--- config.mk ---
export PLATFORM = sky130hd
export DESIGN_NAME = tpg_ctrl
export DESIGN_NICKNAME = d
export VERILOG_FILES = /design/src/shared/tpg_pkg.sv /design/src/hdl/tpg_ctrl.sv /design/src/hdl/tpg_fifo.sv
export SDC_FILE = /design/constraint.sdc
export NUM_CORES = 1
export LEC_CHECK = 0
export BUFFER_PORTS_ARGS = -buffer_cell sky130_fd_sc_hd__buf_2
export CORE_AREA = 3 3 338 340
export DETAILED_ROUTE_END_ITERATION = 6
export DIE_AREA = 0 0 341 343
export GPL_TIMING_DRIVEN = 0
export HOLD_SLACK_MARGIN = 0.1
export MAX_ROUTING_LAYER = met4
export PLACE_DENSITY = 0.6
export SYNTH_ARGS = -nofsm -noshare
export SYNTH_HDL_FRONTEND = slang
export SYNTH_SLANG_ARGS = --single-unit
--- constraint.sdc ---
create_clock -name ref_clk -period 9.7 [get_ports ref_clk]
set_input_delay 0.485 -clock ref_clk [delete_from_list [all_inputs] [get_ports ref_clk]]
set_output_delay 0.485 -clock ref_clk [all_outputs]
set_load 0.1 [all_outputs]
--- src/shared/tpg_pkg.sv ---
// shared constants and types for the test pattern generator control block
// assumes a single 100 MHz clock domain and no register bus
package tpg_pkg;
    localparam int TPG_CHAN_W = 8;      // channel number width
    localparam int TPG_SIZE_W = 16;     // fragment size in symbols
    localparam int TPG_ERR_W = 8;       // error signal width
    localparam int TPG_SYMS = 4;        // symbols per beat
    localparam int TPG_DATA_W = 32;     // beat width, eight bits a symbol
    localparam int TPG_EMPTY_W = 2;     // empty symbol count width
    localparam int TPG_THR_W = 9;       // throttle 0..256
    localparam int TPG_FIFO_DEPTH = 16; // command fifo depth
    localparam int TPG_LVL_W = 5;       // fill level 0..16
    localparam logic [TPG_THR_W-1:0] TPG_THR_RESET = 9'h100;
    localparam logic [15:0] TPG_LFSR_SEED = 16'hace1;
    localparam logic [15:0] TPG_LFSR_TAPS = 16'hb400;
    // command word: channel, size, send sop/eop, hide sop/eop, error, mask
    typedef struct packed {
        logic [TPG_CHAN_W-1:0] channel;
        logic [TPG_SIZE_W-1:0] size;
        logic send_sop;
        logic send_eop;
        logic flag_hide_packet_start;
        logic flag_hide_packet_end;
        logic [TPG_ERR_W-1:0] error;
        logic [TPG_DATA_W-1:0] mask;
    } tpg_cmd_type;
    localparam int TPG_CMD_W = $bits(tpg_cmd_type);
    typedef enum logic [1:0] {
        TPG_IDLE = 2'h0,
        TPG_SEND = 2'h1
    } tpg_state_type;
endpackage : tpg_pkg

--- src/hdl/tpg_ctrl.sv ---
// command-driven streaming test pattern generator, control and datapath
// assumes a 100 MHz ref_clk, active-low async resetn, and a sink on the
// stream side that obeys ready/valid; control bits are plain ports
//
// Operation
// disable halts output, commands still queued
// enable setting readable back
// throttle holds values zero through 256
// average rate equals throttle over 256
// throttle setting readable back
// busy while sending or commands pending
// fill level equals commands held
// commands enter on separate command port
// one fragment per command, commanded channel
// flags send or hide packet markers
// command error value driven on stream
// data words xored with command mask
// host keeps markers consistent per channel
// non-last segments multiple of beat width
// no packets: no markers, whole beats
// throttle compared with pseudorandom each cycle
// zero stops, 256 moves every cycle
// full command fifo stalls command port
module tpg_ctrl import tpg_pkg::*; (
    // clock and reset
    input wire logic ref_clk,
    input wire logic resetn,
    // control and status
    input wire logic ctl_enable,
    input wire logic [TPG_THR_W-1:0] ctl_throttle,
    output logic sts_enable,
    output logic [TPG_THR_W-1:0] sts_throttle,
    output logic sts_busy,
    output logic [TPG_LVL_W-1:0] sts_fill_level,
    // command port
    input wire logic [TPG_CMD_W-1:0] cmd_data,
    input wire logic cmd_valid,
    output logic cmd_ready,
    // stream source
    output logic [TPG_DATA_W-1:0] st_data,
    output logic st_valid,
    input wire logic st_ready,
    output logic [TPG_CHAN_W-1:0] st_channel,
    output logic st_sop,
    output logic st_eop,
    output logic [TPG_EMPTY_W-1:0] st_empty,
    output logic [TPG_ERR_W-1:0] st_error
);
    // all registered state of the block except the reset release pair
    typedef struct packed {
        tpg_state_type state;
        tpg_cmd_type cmd;
        logic [TPG_SIZE_W-1:0] left;     // symbols still to send
        logic first;                     // next beat starts the fragment
        logic [TPG_DATA_W-1:0] pattern;  // running pattern counter
        logic [15:0] lfsr;
        logic enable;
        logic [TPG_THR_W-1:0] throttle;
        logic busy;
        logic [TPG_LVL_W-1:0] level;
        logic cmd_ready;
        logic [TPG_DATA_W-1:0] data;
        logic valid;
        logic [TPG_CHAN_W-1:0] channel;
        logic sop;
        logic eop;
        logic [TPG_EMPTY_W-1:0] empty;
        logic [TPG_ERR_W-1:0] error;
    } tpg_ctrl_state_type;

    tpg_ctrl_state_type s_q, s_d;
    logic rst_n;                       // synchronised reset
    // reset release pair, kept out of the state struct so that the struct
    // has exactly one clocked driver
    logic [1:0] rst_sync_q;
    tpg_cmd_type fifo_out;
    logic fifo_valid, fifo_pop, fifo_in_ready;
    logic [TPG_LVL_W-1:0] fifo_level;
    logic [TPG_CMD_W-1:0] fifo_out_bits;

    // galois lfsr step, one pseudorandom word per cycle
    function automatic logic [15:0] lfsr_step(input logic [15:0] v);
        lfsr_step = v[0] ? ((v >> 1) ^ TPG_LFSR_TAPS) : (v >> 1);
    endfunction : lfsr_step

    // reset release through two flops; only the second is used
    always_ff @(posedge ref_clk or negedge resetn) begin
        if (!resetn) begin
            rst_sync_q <= 2'h0;
        end else begin
            rst_sync_q <= {rst_sync_q[0], 1'b1};
        end
    end
    assign rst_n = rst_sync_q[1];

    // command fifo: stalls the command port when full
    tpg_fifo #(
        .WIDTH(TPG_CMD_W),
        .DEPTH(TPG_FIFO_DEPTH),
        .LVL_W(TPG_LVL_W)
    ) u_cmd_fifo (
        .clk(ref_clk),
        .rst_n(rst_n),
        .in_data(cmd_data),
        .in_valid(cmd_valid && s_q.cmd_ready),
        .in_ready(fifo_in_ready),
        .out_data(fifo_out_bits),
        .out_valid(fifo_valid),
        .out_ready(fifo_pop),
        .level(fifo_level)
    );
    assign fifo_out = tpg_cmd_type'(fifo_out_bits);

    // next-state logic: command fetch, throttle, beat generation
    always_comb begin
        logic go;
        logic [TPG_SIZE_W-1:0] take;
        logic [TPG_THR_W-1:0] rnd;
        go = 1'b0;
        take = '0;
        rnd = '0;
        s_d = s_q;
        fifo_pop = 1'b0;
        s_d.lfsr = lfsr_step(s_q.lfsr);
        // sampled controls, read back as plain status
        s_d.enable = ctl_enable;
        // values above 256 are clipped to full rate
        s_d.throttle = (ctl_throttle > TPG_THR_RESET) ?
                       TPG_THR_RESET : ctl_throttle;
        // registered ready: fifo accepted only while the flop said room;
        // one slot of margin covers the write landing next edge
        s_d.cmd_ready = (fifo_level < TPG_LVL_W'(TPG_FIFO_DEPTH - 1)) ||
                        (fifo_level == TPG_LVL_W'(TPG_FIFO_DEPTH - 1) &&
                         !(cmd_valid && s_q.cmd_ready));
        // a random byte below the throttle lets one beat move
        rnd = {1'b0, s_q.lfsr[7:0]};
        go = s_q.enable && (rnd < s_q.throttle);
        // output beat retires when the sink takes it
        if (s_q.valid && st_ready) begin
            s_d.valid = 1'b0;
        end
        unique case (s_q.state)
            TPG_IDLE: begin
                // fetch next command only while enabled; while disabled it waits queued
                if (fifo_valid && s_q.enable) begin
                    fifo_pop = 1'b1;
                    s_d.cmd = fifo_out;
                    s_d.left = fifo_out.size;
                    s_d.first = 1'b1;
                    s_d.state = TPG_SEND;
                end
            end
            TPG_SEND: begin
                if (go && (!s_q.valid || st_ready)) begin
                    take = (s_q.left > TPG_SIZE_W'(TPG_SYMS)) ?
                           TPG_SIZE_W'(TPG_SYMS) : s_q.left;
                    s_d.valid = 1'b1;
                    s_d.channel = s_q.cmd.channel;
                    s_d.error = s_q.cmd.error;
                    s_d.data = s_q.pattern ^ s_q.cmd.mask;
                    s_d.pattern = s_q.pattern + TPG_DATA_W'(1);
                    s_d.sop = s_q.first && s_q.cmd.send_sop &&
                              !s_q.cmd.flag_hide_packet_start;
                    s_d.eop = (s_q.left == take) && s_q.cmd.send_eop &&
                              !s_q.cmd.flag_hide_packet_end;
                    s_d.empty = TPG_EMPTY_W'(TPG_SIZE_W'(TPG_SYMS) - take);
                    s_d.first = 1'b0;
                    s_d.left = s_q.left - take;
                    if (s_q.left == take) begin
                        s_d.state = TPG_IDLE;
                    end
                end
                // a zero-size command ends after one cycle here, sending one beat only if go is set in it
                if (s_q.left == '0) begin
                    s_d.state = TPG_IDLE;
                end
            end
            default: begin
                s_d.state = TPG_IDLE;
            end
        endcase
        s_d.level = fifo_level;
        s_d.busy = (s_d.state == TPG_SEND) || s_d.valid ||
                   fifo_valid;
    end

    // single state register
    always_ff @(posedge ref_clk or negedge rst_n) begin
        if (!rst_n) begin
            s_q.state <= TPG_IDLE;
            s_q.cmd <= '0;
            s_q.left <= '0;
            s_q.first <= 1'b0;
            s_q.pattern <= '0;
            s_q.lfsr <= TPG_LFSR_SEED;
            s_q.enable <= 1'b0;
            s_q.throttle <= TPG_THR_RESET;
            s_q.busy <= 1'b0;
            s_q.level <= '0;
            s_q.cmd_ready <= 1'b0;
            s_q.data <= '0;
            s_q.valid <= 1'b0;
            s_q.channel <= '0;
            s_q.sop <= 1'b0;
            s_q.eop <= 1'b0;
            s_q.empty <= '0;
            s_q.error <= '0;
        end else begin
            s_q.state <= s_d.state;
            s_q.cmd <= s_d.cmd;
            s_q.left <= s_d.left;
            s_q.first <= s_d.first;
            s_q.pattern <= s_d.pattern;
            s_q.lfsr <= s_d.lfsr;
            s_q.enable <= s_d.enable;
            s_q.throttle <= s_d.throttle;
            s_q.busy <= s_d.busy;
            s_q.level <= s_d.level;
            s_q.cmd_ready <= s_d.cmd_ready;
            s_q.data <= s_d.data;
            s_q.valid <= s_d.valid;
            s_q.channel <= s_d.channel;
            s_q.sop <= s_d.sop;
            s_q.eop <= s_d.eop;
            s_q.empty <= s_d.empty;
            s_q.error <= s_d.error;
        end
    end

    // outputs straight from flops
    assign sts_enable = s_q.enable;
    assign sts_throttle = s_q.throttle;
    assign sts_busy = s_q.busy;
    assign sts_fill_level = s_q.level;
    assign cmd_ready = s_q.cmd_ready;
    assign st_data = s_q.data;
    assign st_valid = s_q.valid;
    assign st_channel = s_q.channel;
    assign st_sop = s_q.sop;
    assign st_eop = s_q.eop;
    assign st_empty = s_q.empty;
    assign st_error = s_q.error;
endmodule : tpg_ctrl

--- src/hdl/tpg_fifo.sv ---
// parameterised first-in first-out buffer with valid/ready on both sides
// assumes one clock and an asynchronous active-low reset from the parent
module tpg_fifo #(
    parameter int WIDTH = 8,
    parameter int DEPTH = 16,
    parameter int LVL_W = 5
) (
    // clock and reset
    input wire logic clk,
    input wire logic rst_n,
    // fill side
    input wire logic [WIDTH-1:0] in_data,
    input wire logic in_valid,
    output logic in_ready,
    // drain side
    output logic [WIDTH-1:0] out_data,
    output logic out_valid,
    input wire logic out_ready,
    // occupancy
    output logic [LVL_W-1:0] level
);
    localparam int AW = $clog2(DEPTH);
    typedef struct packed {
        logic [AW-1:0] wr;
        logic [AW-1:0] rd;
        logic [LVL_W-1:0] cnt;
    } tpg_fifo_state_type;
    tpg_fifo_state_type s_q, s_d;
    logic [WIDTH-1:0] mem [DEPTH];  // storage, no reset needed
    logic push, pop;

    assign in_ready = (s_q.cnt != LVL_W'(DEPTH));  // honest full
    assign out_valid = (s_q.cnt != '0);            // honest empty
    assign out_data = mem[s_q.rd];
    assign level = s_q.cnt;
    assign push = in_valid && in_ready;
    assign pop = out_valid && out_ready;

    // pointer and count update
    always_comb begin
        s_d = s_q;
        if (push) begin
            s_d.wr = s_q.wr + AW'(1);
        end
        if (pop) begin
            s_d.rd = s_q.rd + AW'(1);
        end
        s_d.cnt = s_q.cnt + LVL_W'(push) - LVL_W'(pop);
    end

    always_ff @(posedge clk or negedge rst_n) begin
        if (!rst_n) begin
            s_q <= '0;
        end else begin
            s_q <= s_d;
        end
    end

    // write port kept apart so the array needs no reset
    always_ff @(posedge clk) begin
        if (push) begin
            mem[s_q.wr] <= in_data;
        end
    end
endmodule : tpg_fifo

==> results of run 1 <==
-- state kept, by name, summed over array words and instances, names as in the netlist, 2 cells and up --
signal and cells:
st_channel 8, u_cmd_fifo.level 5, u_cmd_fifo.s_q 8, sts_throttle 9
sts_fill_level 5, st_empty 2, st_data 32, rst_sync_q 2
s_q 119, st_error 8, u_cmd_fifo.mem 1088
-- stage by stage --
step	worst slack, ns	power, uW	utilization [%]
after floorplan	2.67	10600	-
after global placement	-4.52	11900	47.1
after detailed placement	5.92	12100	48.6
after CTS	5.91	17200	53.2
after global routing	5.66	17700	53.2
final	5.89	17000	53.2
-- where the power goes --
part	switching, uW	internal (uW)	leakage [uW]	total (uW)
Clock	2090	3010	0.00215	5100
Combinational	2980	2060	0.00603	5040
Sequential	308	6590	0.0124	6890
Total	5380	11700	0.0206	17000
-- area by class of cell --
type | instances | area [um2]
fillers | 8702 | 52400
plain buffers | 177 | 1000
clock inverters | 52 | 527
flip-flops and latches | 1292 | 37800
well taps | 1500 | 1880
clock buffers | 194 | 3860
diodes | 8 | 20.0
multi-input cells | 959 | 11300
inverters | 27 | 101
repair buffers | 316 | 3070
-- how the worst max path moves through the flow --
stage / start / endpoint / slack, ns / cells after the start
after floorplan: cmd_ready / u_cmd_fifo.mem[3][0] / 2.67 / 4
after global placement: u_cmd_fifo.level[2] / u_cmd_fifo.mem[1][64] / -4.52 / 5
after detailed placement: u_cmd_fifo.level[2] / u_cmd_fifo.level[4] / 5.92 / 16
after CTS: u_cmd_fifo.level[2] / u_cmd_fifo.level[4] / 5.91 / 16
after global routing: u_cmd_fifo.level[2] / u_cmd_fifo.level[4] / 5.66 / 16
final: u_cmd_fifo.level[2] / u_cmd_fifo.mem[2][33] / 5.89 / 8
-- cells in the final DEF, fill, tap and decap left out, types with 6 or more instances in the layout --
| cell | count |
|---|---|
| edfxtp_1 | 1088 |
| mux4_2 | 334 |
| nand2_1 | 278 |
| buf_2 | 194 |
| dfrtp_1 | 194 |
| clkbuf_16 | 141 |
| clkbuf_1 | 89 |
| dlygate4sd3_1 | 77 |
| buf_4 | 71 |
| xnor2_1 | 70 |
| o21ai_0 | 38 |
| buf_6 | 36 |
| buf_12 | 30 |
| inv_1 | 26 |
| nand3_1 | 23 |
| ha_1 | 23 |
| mux2i_1 | 18 |
| clkinv_1 | 17 |
| buf_16 | 17 |
| nand4_1 | 16 |
| clkinv_2 | 16 |
| and3_1 | 15 |
| nor2b_1 | 13 |
| buf_1 | 13 |
| clkbuf_8 | 13 |
| nor2_4 | 12 |
| nor2_1 | 10 |
| bufinv_16 | 9 |
| dfstp_2 | 9 |
| diode_2 | 8 |
| nor3_1 | 7 |
| xor2_1 | 6 |
| o211ai_1 | 6 |
| and4_1 | 6 |
| inv_6 | 6 |
| buf_8 | 6 |
-- layer usage --
layer / GRT usage [%] / routed length [um] / vias up
met4: 5.33 / 2330 / 0
met1: 31.2 / 53700 / 13636
li1: - / - / 10672
met2: 34.9 / 60900 / 1011
met5: - / 0 / -
met3: 4.24 / 8960 / 173
-- logic make-up after synthesis --
family,Yosys count
mux,355
xor+xnor,76
other cells,2
compound gates,93
simple gates,408
flops,1292
buf+inv,204
fa+ha+maj,24
-- worst reg2reg max path, cell delays in order (launching register included) --
cell and delay (ns):
dfrtp_1 0.42, inv_1 0.09, ha_1 0.21, a41oi_1 0.71, nand2_1 0.43, nor3_2 0.94, buf_6 0.27, buf_4 0.23
buf_6 0.19
-- timing repair --
item                                    4_1_cts  5_1_grt
hold buffers                                 77        0
hold endpoints to repair                    737        0
endpoints found under the setup margin        0        0
==> impl_metrics.json, run 1 <==
{
  "status": "completed",
  "grt_overflow": 0,
  "wire_per_inst_um": 27.8,
  "firstDrtPassIters": 5,
  "vias": 25492,
  "wirelength_um": 126000,
  "synthAdderAreaFrac_pct": 0.615,
  "root_buffer": "clkbuf_16",
  "syn-cell-area_um2": 50100,
  "clkLatencyLatePin_ns": 0.73,
  "rows": 123,
  "cts.sinks": 1292,
  "path_buf_inv": 4,
  "synth_top_family_by_area": "multiplexers",
  "startpoint_type": "flop",
  "r2r_cells": 8,
  "r2r_setup_slack_ns": 5.89,
  "grt_antenna_before_repair": 9,
  "rsz0062_at_grt": "no",
  "grt_pass1_wl_um": 184000,
  "post_cts_buffers": 0,
  "io_buffers": 151,
  "r2r-start": "u_cmd_fifo.level[2]",
  "crit_top_cell": "buf_6",
  "post-route-min-period_ns": 3.81,
  "grt_max_degree": 70,
  "yosys.area.top_type": "edfxtp_1",
  "yosysMostFrequentCell": "edfxtp_1",
  "ys.flop_type": "edfxtp_1",
  "synth_edf_count": 1088,
  "yosysSeqAreaShare_pct": 75.5,
  "yosys.area_share.simple_pct": 3.60,
  "slowest_stage": "nor3_2",
  "critPathMaxFanout": 9,
  "fin_area_um2": 59500,
  "yosysWarnings": 0,
  "grt_usage_pct": 22.5,
  "syn_avg_cell_area_um2": 20.4,
  "clk_path_buf_depth": 3,
  "cts-buffers-inserted": 134,
  "slew_viol_final": 0,
  "path_class": "reg -> reg",
  "clkTransAtPathRegs_ns": 0.06,
  "hold-path-endpoint": "u_cmd_fifo.mem[9][33]",
  "power.density_nw_per_um2": 286,
  "die_h_um": 343,
  "grt_pass1_vias": 26381,
  "cellLeakagePower_uw": 0.0206,
  "synthMuxAreaShare_pct": 15.5,
  "finalHoldWorstSlack_ns": 0.150,
  "drc": 0,
  "maxSlewHeadroom_pct": 14.3,
  "ys_types": 63,
  "final.setup_skew_ns": 0.0224,
  "min-delay-start": "cmd_data[33]",
  "ys_seq_elements": 1292,
  "cts_tree": "yes",
  "worstPathRequired_ns": 10.12,
  "hold_path_class": "in -> reg",
  "dieArea_um2": 117000,
  "async_reset_ff_share_pct": 15.8,
  "via_per_inst": 5.63,
  "nNetsFinal": 3013,
  "drive_above_1_share_pct": 30.3,
  "synth_xor_area_share_pct": 1.33,
  "ios": 152,
  "path_cells": "inv_1 -> ha_1 -> a41oi_1 -> nand2_1 -> nor3_2 -> buf_6 -> buf_4 -> buf_6",
  "drt_iter0_markers": 2975,
  "dieWidth_um": 341,
  "initial_core_util_pct": 44.7,
  "setup_violations": 0,
  "end_kind": "flop",
  "hold_viol": 0,
  "synth_cells": 2454,
  "area_growth_pct": 18.9,
  "yosys-top-cells-count": "edfxtp_1, mux4_2, nand2_1",
  "yosys.area.top_type_share_pct": 65.3,
  "fin_crit_sh_pct": 39.3,
  "reg2reg_to": "u_cmd_fifo.mem[2][33]",
  "ant_nets": 0,
  "cts_resized": 0,
  "htreeDepth": 4,
  "setup-tns-final_ns": 0,
  "final_cells": 4525,
  "cpPeakStageDelay_ns": 0.94,
  "placed_cells": 4194,
  "cp.arrival_ns": 4.23,
  "placed_area_um2": 54300,
  "synth_compound_area_share_pct": 1.29,
  "hpwl_um": 83300,
  "critPathTopFamily": "simple AND/OR/NAND/NOR gates",
  "core_area_um2": 112000,
  "synthTopCellsByArea": "edfxtp_1, mux4_2, dfrtp_1, nand2_1, xnor2_1",
  "fmax_mhz": 263,
  "peakVddDrop_mv": 0.170,
  "whs_path_depth": 1,
  "maxCapViolations": 0,
  "place_congestion": 0.828,
  "worstMarginPinSlew_ns": 1.29
}
No activity file was read; power rests on OpenSTA's default activity.
==> inputs of run 2 (changes only) <==
clock period = 3.6 ns   (was 9.7 ns; I/O delays follow)
==> run 2 against run 1 <==
Compared with the run above: critical path depth up 7; total power rose to 2.7 times the previous value; non-clock buffer count down 8; largest cell class unchanged; clock skew up 0.0021 ns; highest routed layer unchanged; routed wire length down 0.58%; core utilization about the same; largest power group unchanged; clock power rose to 2.6 times the previous value; hold slack better by 0.13 ns; die area unchanged.
==> impl_metrics.json, run 2 (synthesis gave the netlist of run 1 again) <==
{
  "startpoint_type": "flop",
  "final_cell_mix": "edfxtp_1, mux4_2, nand2_1",
  "drive_above_1_share_pct": 29.8,
  "setup_violations": 0,
  "top_usage_layer": "met2",
  "final.setup_skew_ns": 0.0244,
  "dieArea_um2": 117000,
  "nNetsFinal": 3005,
  "cellLeakagePower_uw": 0.0205,
  "fin_crit_sh_pct": 93.8,
  "worstPathRequired_ns": 4.21,
  "rows": 123,
  "fin_util_pct": 53.2,
  "clkTransAtPathRegs_ns": 0.05,
  "core_area_um2": 112000,
  "firstDrtPassIters": 6,
  "die_h_um": 343,
  "vias": 25376,
  "initial_core_util_pct": 44.7,
  "path_class": "reg -> reg",
  "setup-tns-final_ns": 0,
  "peakVddDrop_mv": 0.481,
  "clk_path_buf_depth": 3,
  "post_cts_buffers": 0,
  "maxCapViolations": 0,
  "cts.sinks": 1292,
  "place_congestion": 0.845,
  "hold_viol": 0,
  "dieWidth_um": 341,
  "grt_pass1_wl_um": 183000,
  "regMostFlops": "u_cmd_fifo.mem",
  "cts-buffers-inserted": 134,
  "use_met3_pct": 3.50,
  "wirelength_um": 125000,
  "use_met1_pct": 30.6,
  "grt_max_degree": 67,
  "worstMarginPinSlew_ns": 1.29,
  "root_buffer": "clkbuf_16",
  "via_per_inst": 5.62,
  "wire_per_inst_um": 27.8,
  "critPathTopFamily": "adder cells",
  "grt_overflow": 0,
  "hold_path_class": "reg -> async",
  "slew_viol_final": 0,
  "clkLatencyLatePin_ns": 0.73,
  "maxSlewHeadroom_pct": 13.8,
  "largest_reg_flops": 1088,
  "fillers": 8655,
  "end_kind": "flop",
  "grt_pass1_vias": 26653,
  "area_growth_pct": 18.9,
  "ios": 152,
  "fmax_mhz": 296,
  "drt_iter0_markers": 2991,
  "finalHoldWorstSlack_ns": 0.277,
  "ant_nets": 0,
  "io_buffers": 151,
  "grt_antenna_before_repair": 7,
  "status": "completed",
  "path_buf_inv": 5,
  "crit_top_cell": "inv_1",
  "path_cells": "inv_1 -> ha_1 -> or4b_2 -> nand2_2 -> inv_2 -> ha_1 -> inv_1 -> ha_1 -> inv_1 -> fa_1 -> inv_1 -> a21oi_1 -> nor2_1 -> nor2_1 -> xnor2_1",
  "rsz0062_at_grt": "no",
  "grt_usage_pct": 22.4,
  "use_met2_pct": 35.8,
  "power.density_nw_per_um2": 763,
  "slowest_stage": "or4b_2",
  "htreeDepth": 4,
  "p_total_uw": 45400,
  "critPathMaxFanout": 18,
  "cpPeakStageDelay_ns": 0.62,
  "drc": 0,
  "cp.arrival_ns": 3.98,
  "hpwl_um": 81900,
  "post-route-min-period_ns": 3.38,
  "mostFrequentLayoutCell": "edfxtp_1",
  "cts_tree": "yes"
}
[run 2: changes by cell type in the layout (fill, tap and decap cells not counted), moves of 8 or more]
cell	delta
clkinv_1	+8
buf_16	+16
buf_6	-32
clkbuf_1	-11
dlygate4sd3_1	+14
[run 2: final timing paths]
check	startpoint	endpoint	slack, ns	cells past startpoint
max in group asynchronous	rst_sync_q[1]	st_error[2]	2.29	2
min in group ref_clk	ctl_throttle[8]	sts_throttle[8]	0.28	3
max	u_cmd_fifo.level[2]	u_cmd_fifo.level[4]	0.22	15
max reg2reg	u_cmd_fifo.level[2]	u_cmd_fifo.level[4]	0.22	15
min reg2reg	rst_sync_q[1]	sts_enable	0.28	0
min	rst_sync_q[1]	sts_enable	0.28	0
[run 2: area by class of cell]
class                   instances  area [um2]  share of cell area (%)
well taps                    1500        1880                    3.15
repair buffers                309        3250                    5.45
inverters                      27         101                   0.170
flip-flops and latches       1292       37800                    63.5
multi-input cells             959       11300                    19.0
diodes                          6        15.0                  0.0252
plain buffers                 176        1000                    1.68
clock inverters                62         463                   0.778
clock buffers                 181        3720                    6.25
[run 2: metrics by stage]
step / worst slack, ns / cell area, um2 / cells
finish: 0.225 / 59500 / 4512
global route: 0.0142 / 59500 / 4512
CTS: 0.0640 / 59500 / 4506
detailed placement: -0.177 / 54400 / 4173
global placement: -5.74 / 52700 / 4106
floorplan: -1.19 / 50100 / 2455
[run 2: repair_timing]
action,CTS,global route
setup endpoints to repair,1,2
hold buffers,91,0
gates resized for setup,1,3
hold endpoints to repair,1107,0
[run 2: layer usage]
layer	part of all wire [%]	wire length [um]
met1	42	52500
met3	6.5	8150
met4	1.8	2230
met2	50	62400
met5	0	0
[run 2: power breakdown]
group	switching, uW	leakage [uW]	total (uW)	internal, uW
combinational	8080	0.00606	13700	5580
clock	5600	0.00206	13200	7620
sequential	810	0.0124	18600	17700
==> inputs of run 3 (changes only) <==
ABC_AREA = 1   (was default)
CORE_AREA = 3 3 344 346   (was 3 3 338 340)
DIE_AREA = 0 0 347 349   (was 0 0 341 343)
PLACE_DENSITY = default   (was 0.6)
PLACE_DENSITY_LB_ADDON = 0.25   (was default)
==> run 3 against run 2 <==
Compared with the run above: final cell count increased by 35%; global-route usage rose by 5.2 points; sequential cell count unchanged; synthesized cell count grew 63%; combinational power increased by 42%; non-clock buffer count up 133.
==> impl_metrics.json, run 3 <==
{
  "setup_violations": 0,
  "ys_types": 46,
  "drt_iter0_markers": 4676,
  "ios": 152,
  "initial_core_util_pct": 44.8,
  "place_congestion": 0.898,
  "peakVddDrop_mv": 0.620,
  "cellLeakagePower_uw": 0.0213,
  "post-route-min-period_ns": 3.46,
  "dieWidth_um": 347,
  "hpwl_um": 110000,
  "syn_avg_cell_area_um2": 12.9,
  "fin_crit_sh_pct": 96.0,
  "largest_reg_flops": 1088,
  "synth_edf_count": 1088,
  "synth_cells": 4010,
  "p_comb_share_pct": 37.4,
  "worstPathRequired_ns": 4.23,
  "p_switching_uw": 21200,
  "yosysMostFrequentCell": "edfxtp_1",
  "clk_path_buf_depth": 3,
  "drive_above_1_share_pct": 14.7,
  "via_per_inst": 5.87,
  "power.density_nw_per_um2": 854,
  "cts.sinks": 1292,
  "drc": 0,
  "ys.flop_type": "edfxtp_1",
  "maxCapViolations": 0,
  "fmax_mhz": 289,
  "ant_nets": 0,
  "firstDrtPassIters": 6,
  "grt_pass1_wl_um": 237000,
  "mostFrequentLayoutCell": "edfxtp_1",
  "clkPwrFrac_pct": 26.7,
  "core_area_um2": 116000,
  "hold_path_class": "in -> reg",
  "yosys.area.top_type_share_pct": 63.1,
  "final_cells": 6088,
  "post-place-ws_ns": -0.313,
  "grt_usage_pct": 27.6,
  "worstMarginPinSlew_ns": 1.15,
  "swShare_pct": 40.6,
  "wire_per_inst_um": 26.9,
  "worst_slack_ns": 0.144,
  "grt_max_degree": 68,
  "yosysSeqAreaShare_pct": 72.9,
  "cts_tree": "yes",
  "maxSlewHeadroom_pct": 23.5,
  "dieArea_um2": 121000,
  "wirelength_um": 164000,
  "grt_overflow": 0,
  "io_buffers": 151,
  "async_reset_ff_share_pct": 15.8,
  "cts-buffers-inserted": 135,
  "area_growth_pct": 17.9,
  "placed_cells": 5736,
  "startpoint_type": "flop",
  "synthTopCellsByArea": "edfxtp_1, dfrtp_1, o21ai_0, nor2_1, o221ai_1",
  "htreeDepth": 4,
  "grt_antenna_before_repair": 8,
  "finalHoldWorstSlack_ns": 0.185,
  "path_class": "reg -> reg",
  "vias": 35741,
  "slew_viol_final": 0,
  "hold_viol": 0,
  "intPower_uw": 31000,
  "fillers": 9718,
  "grt_pass1_vias": 34522,
  "root_buffer": "clkbuf_16",
  "end_kind": "flop",
  "nNetsFinal": 4546,
  "regMostFlops": "u_cmd_fifo.mem",
  "final.setup_skew_ns": 0.0272,
  "critPathMaxFanout": 10,
  "syn-cell-area_um2": 51800,
  "ys_seq_elements": 1292,
  "status": "completed",
  "yosys.area.top_type": "edfxtp_1",
  "yosys-top-cells-count": "edfxtp_1, nor2_1, o21ai_0",
  "clkLatencyLatePin_ns": 0.76,
  "final_cell_mix": "edfxtp_1, nor2_1, o21ai_0",
  "r2r_setup_slack_ns": 0.14,
  "die_h_um": 349,
  "seq_power_share_pct": 35.8,
  "yosysWarnings": 0,
  "rows": 125,
  "cp.arrival_ns": 4.09,
  "clkTransAtPathRegs_ns": 0.06
}
-- run 3: changes by cell type in the layout (fill, tap and decap cells not counted), sizes merged, moves of 36 or more --
cell and delta:
buf +79, clkbuf +61, inv +81, mux4 -334
nand3 +152, nor2 +671, o21a +36, o21ai +645
o221ai +173, o22ai +83
-- run 3: logic make-up after synthesis --
family	after synthesis	synth area share (%)
AND/OR/NAND/NOR	1164	9.16
flip-flops	1292	72.9
other	2	0.0145
XOR/XNOR	78	1.32
AO/OA/AOI/OAI	1013	11.6
buffers and inverters	437	4.41
adder cells (fa/ha/maj)	24	0.594
-- run 3: cell type report --
class                           count  area, um2  share of cell area [%]
Multi-Input combinational cell   2282      11900                    19.4
Clock buffer                      187       3870                    6.34
Inverter                          111        427                   0.699
Clock inverter                     65        557                   0.912
Tap cell                         1524       1910                    3.12
Timing Repair Buffer              292       2760                    4.51
Buffer                            326       1870                    3.07
Antenna cell                        9       22.5                  0.0369
Sequential cell                  1292      37800                    61.9
-- run 3: final timing paths --
kind / cells past startpoint / endpoint / startpoint
hold reg to reg: 0 / sts_throttle[7] / rst_sync_q[1]
setup / recovery: 8 / s_q[155] / u_cmd_fifo.s_q[7]
hold / removal: 3 / sts_throttle[8] / ctl_throttle[8]
max in group asynchronous: 2 / s_q[138] / rst_sync_q[1]
min in group asynchronous: 0 / sts_throttle[7] / rst_sync_q[1]
setup reg to reg: 8 / s_q[155] / u_cmd_fifo.s_q[7]
-- run 3: critical path, stage by stage, from the launching register on --
cell      delay, ns
dfrtp_1        0.37
buf_2          0.20
inv_2          0.28
buf_2          0.44
buf_1          0.90
o221ai_1       0.37
nand3_1        0.28
nand3_1        0.28
o21a_1         0.19
-- run 3: what timing repair did --
action | 4_1_cts | 5_1_grt
endpoints found under the hold margin | 1108 | 0
setup endpoints to repair | 2 | 1
buffers inserted | 0 | 1
resized for setup | 3 | 5
pin swaps | 0 | 1
gates cloned | 0 | 0
hold buffers | 90 | 0
-- run 3: through the flow --
stage / power, uW / utilization [%] / area (um2) / TNS [ns]
after floorplan: 30600 / - / 51800 / -830.69
after global placement: 37500 / 47.1 / 54500 / -3952.79
after detailed placement: 37900 / 48.1 / 55700 / -0.350
after CTS: 51900 / 52.7 / 61000 / 0
after global routing: 54100 / 52.8 / 61100 / -0.000191
final: 52200 / 52.8 / 61100 / 0
-- run 3: power groups by stage --
| stage | logic (uW) | registers (uW) | clock network [uW] |
|---|---|---|---|
| after global routing | 20600 | 18800 | 14700 |
| after global placement | 18400 | 19100 | 0 |
| final | 19500 | 18700 | 13900 |
| after detailed placement | 19000 | 19000 | 0 |
| after floorplan | 11700 | 18900 | 0 |
| after CTS | 19100 | 18700 | 14100 |
-- run 3: routing by layer --
layer | vias up | track usage [%] | part of all wire, %
met5 | - | - | 0
met2 | 2161 | 42.6 | 46
li1 | 15528 | - | -
met1 | 17679 | 35.5 | 39
met4 | 0 | 10.5 | 3.9
met3 | 373 | 6.59 | 11
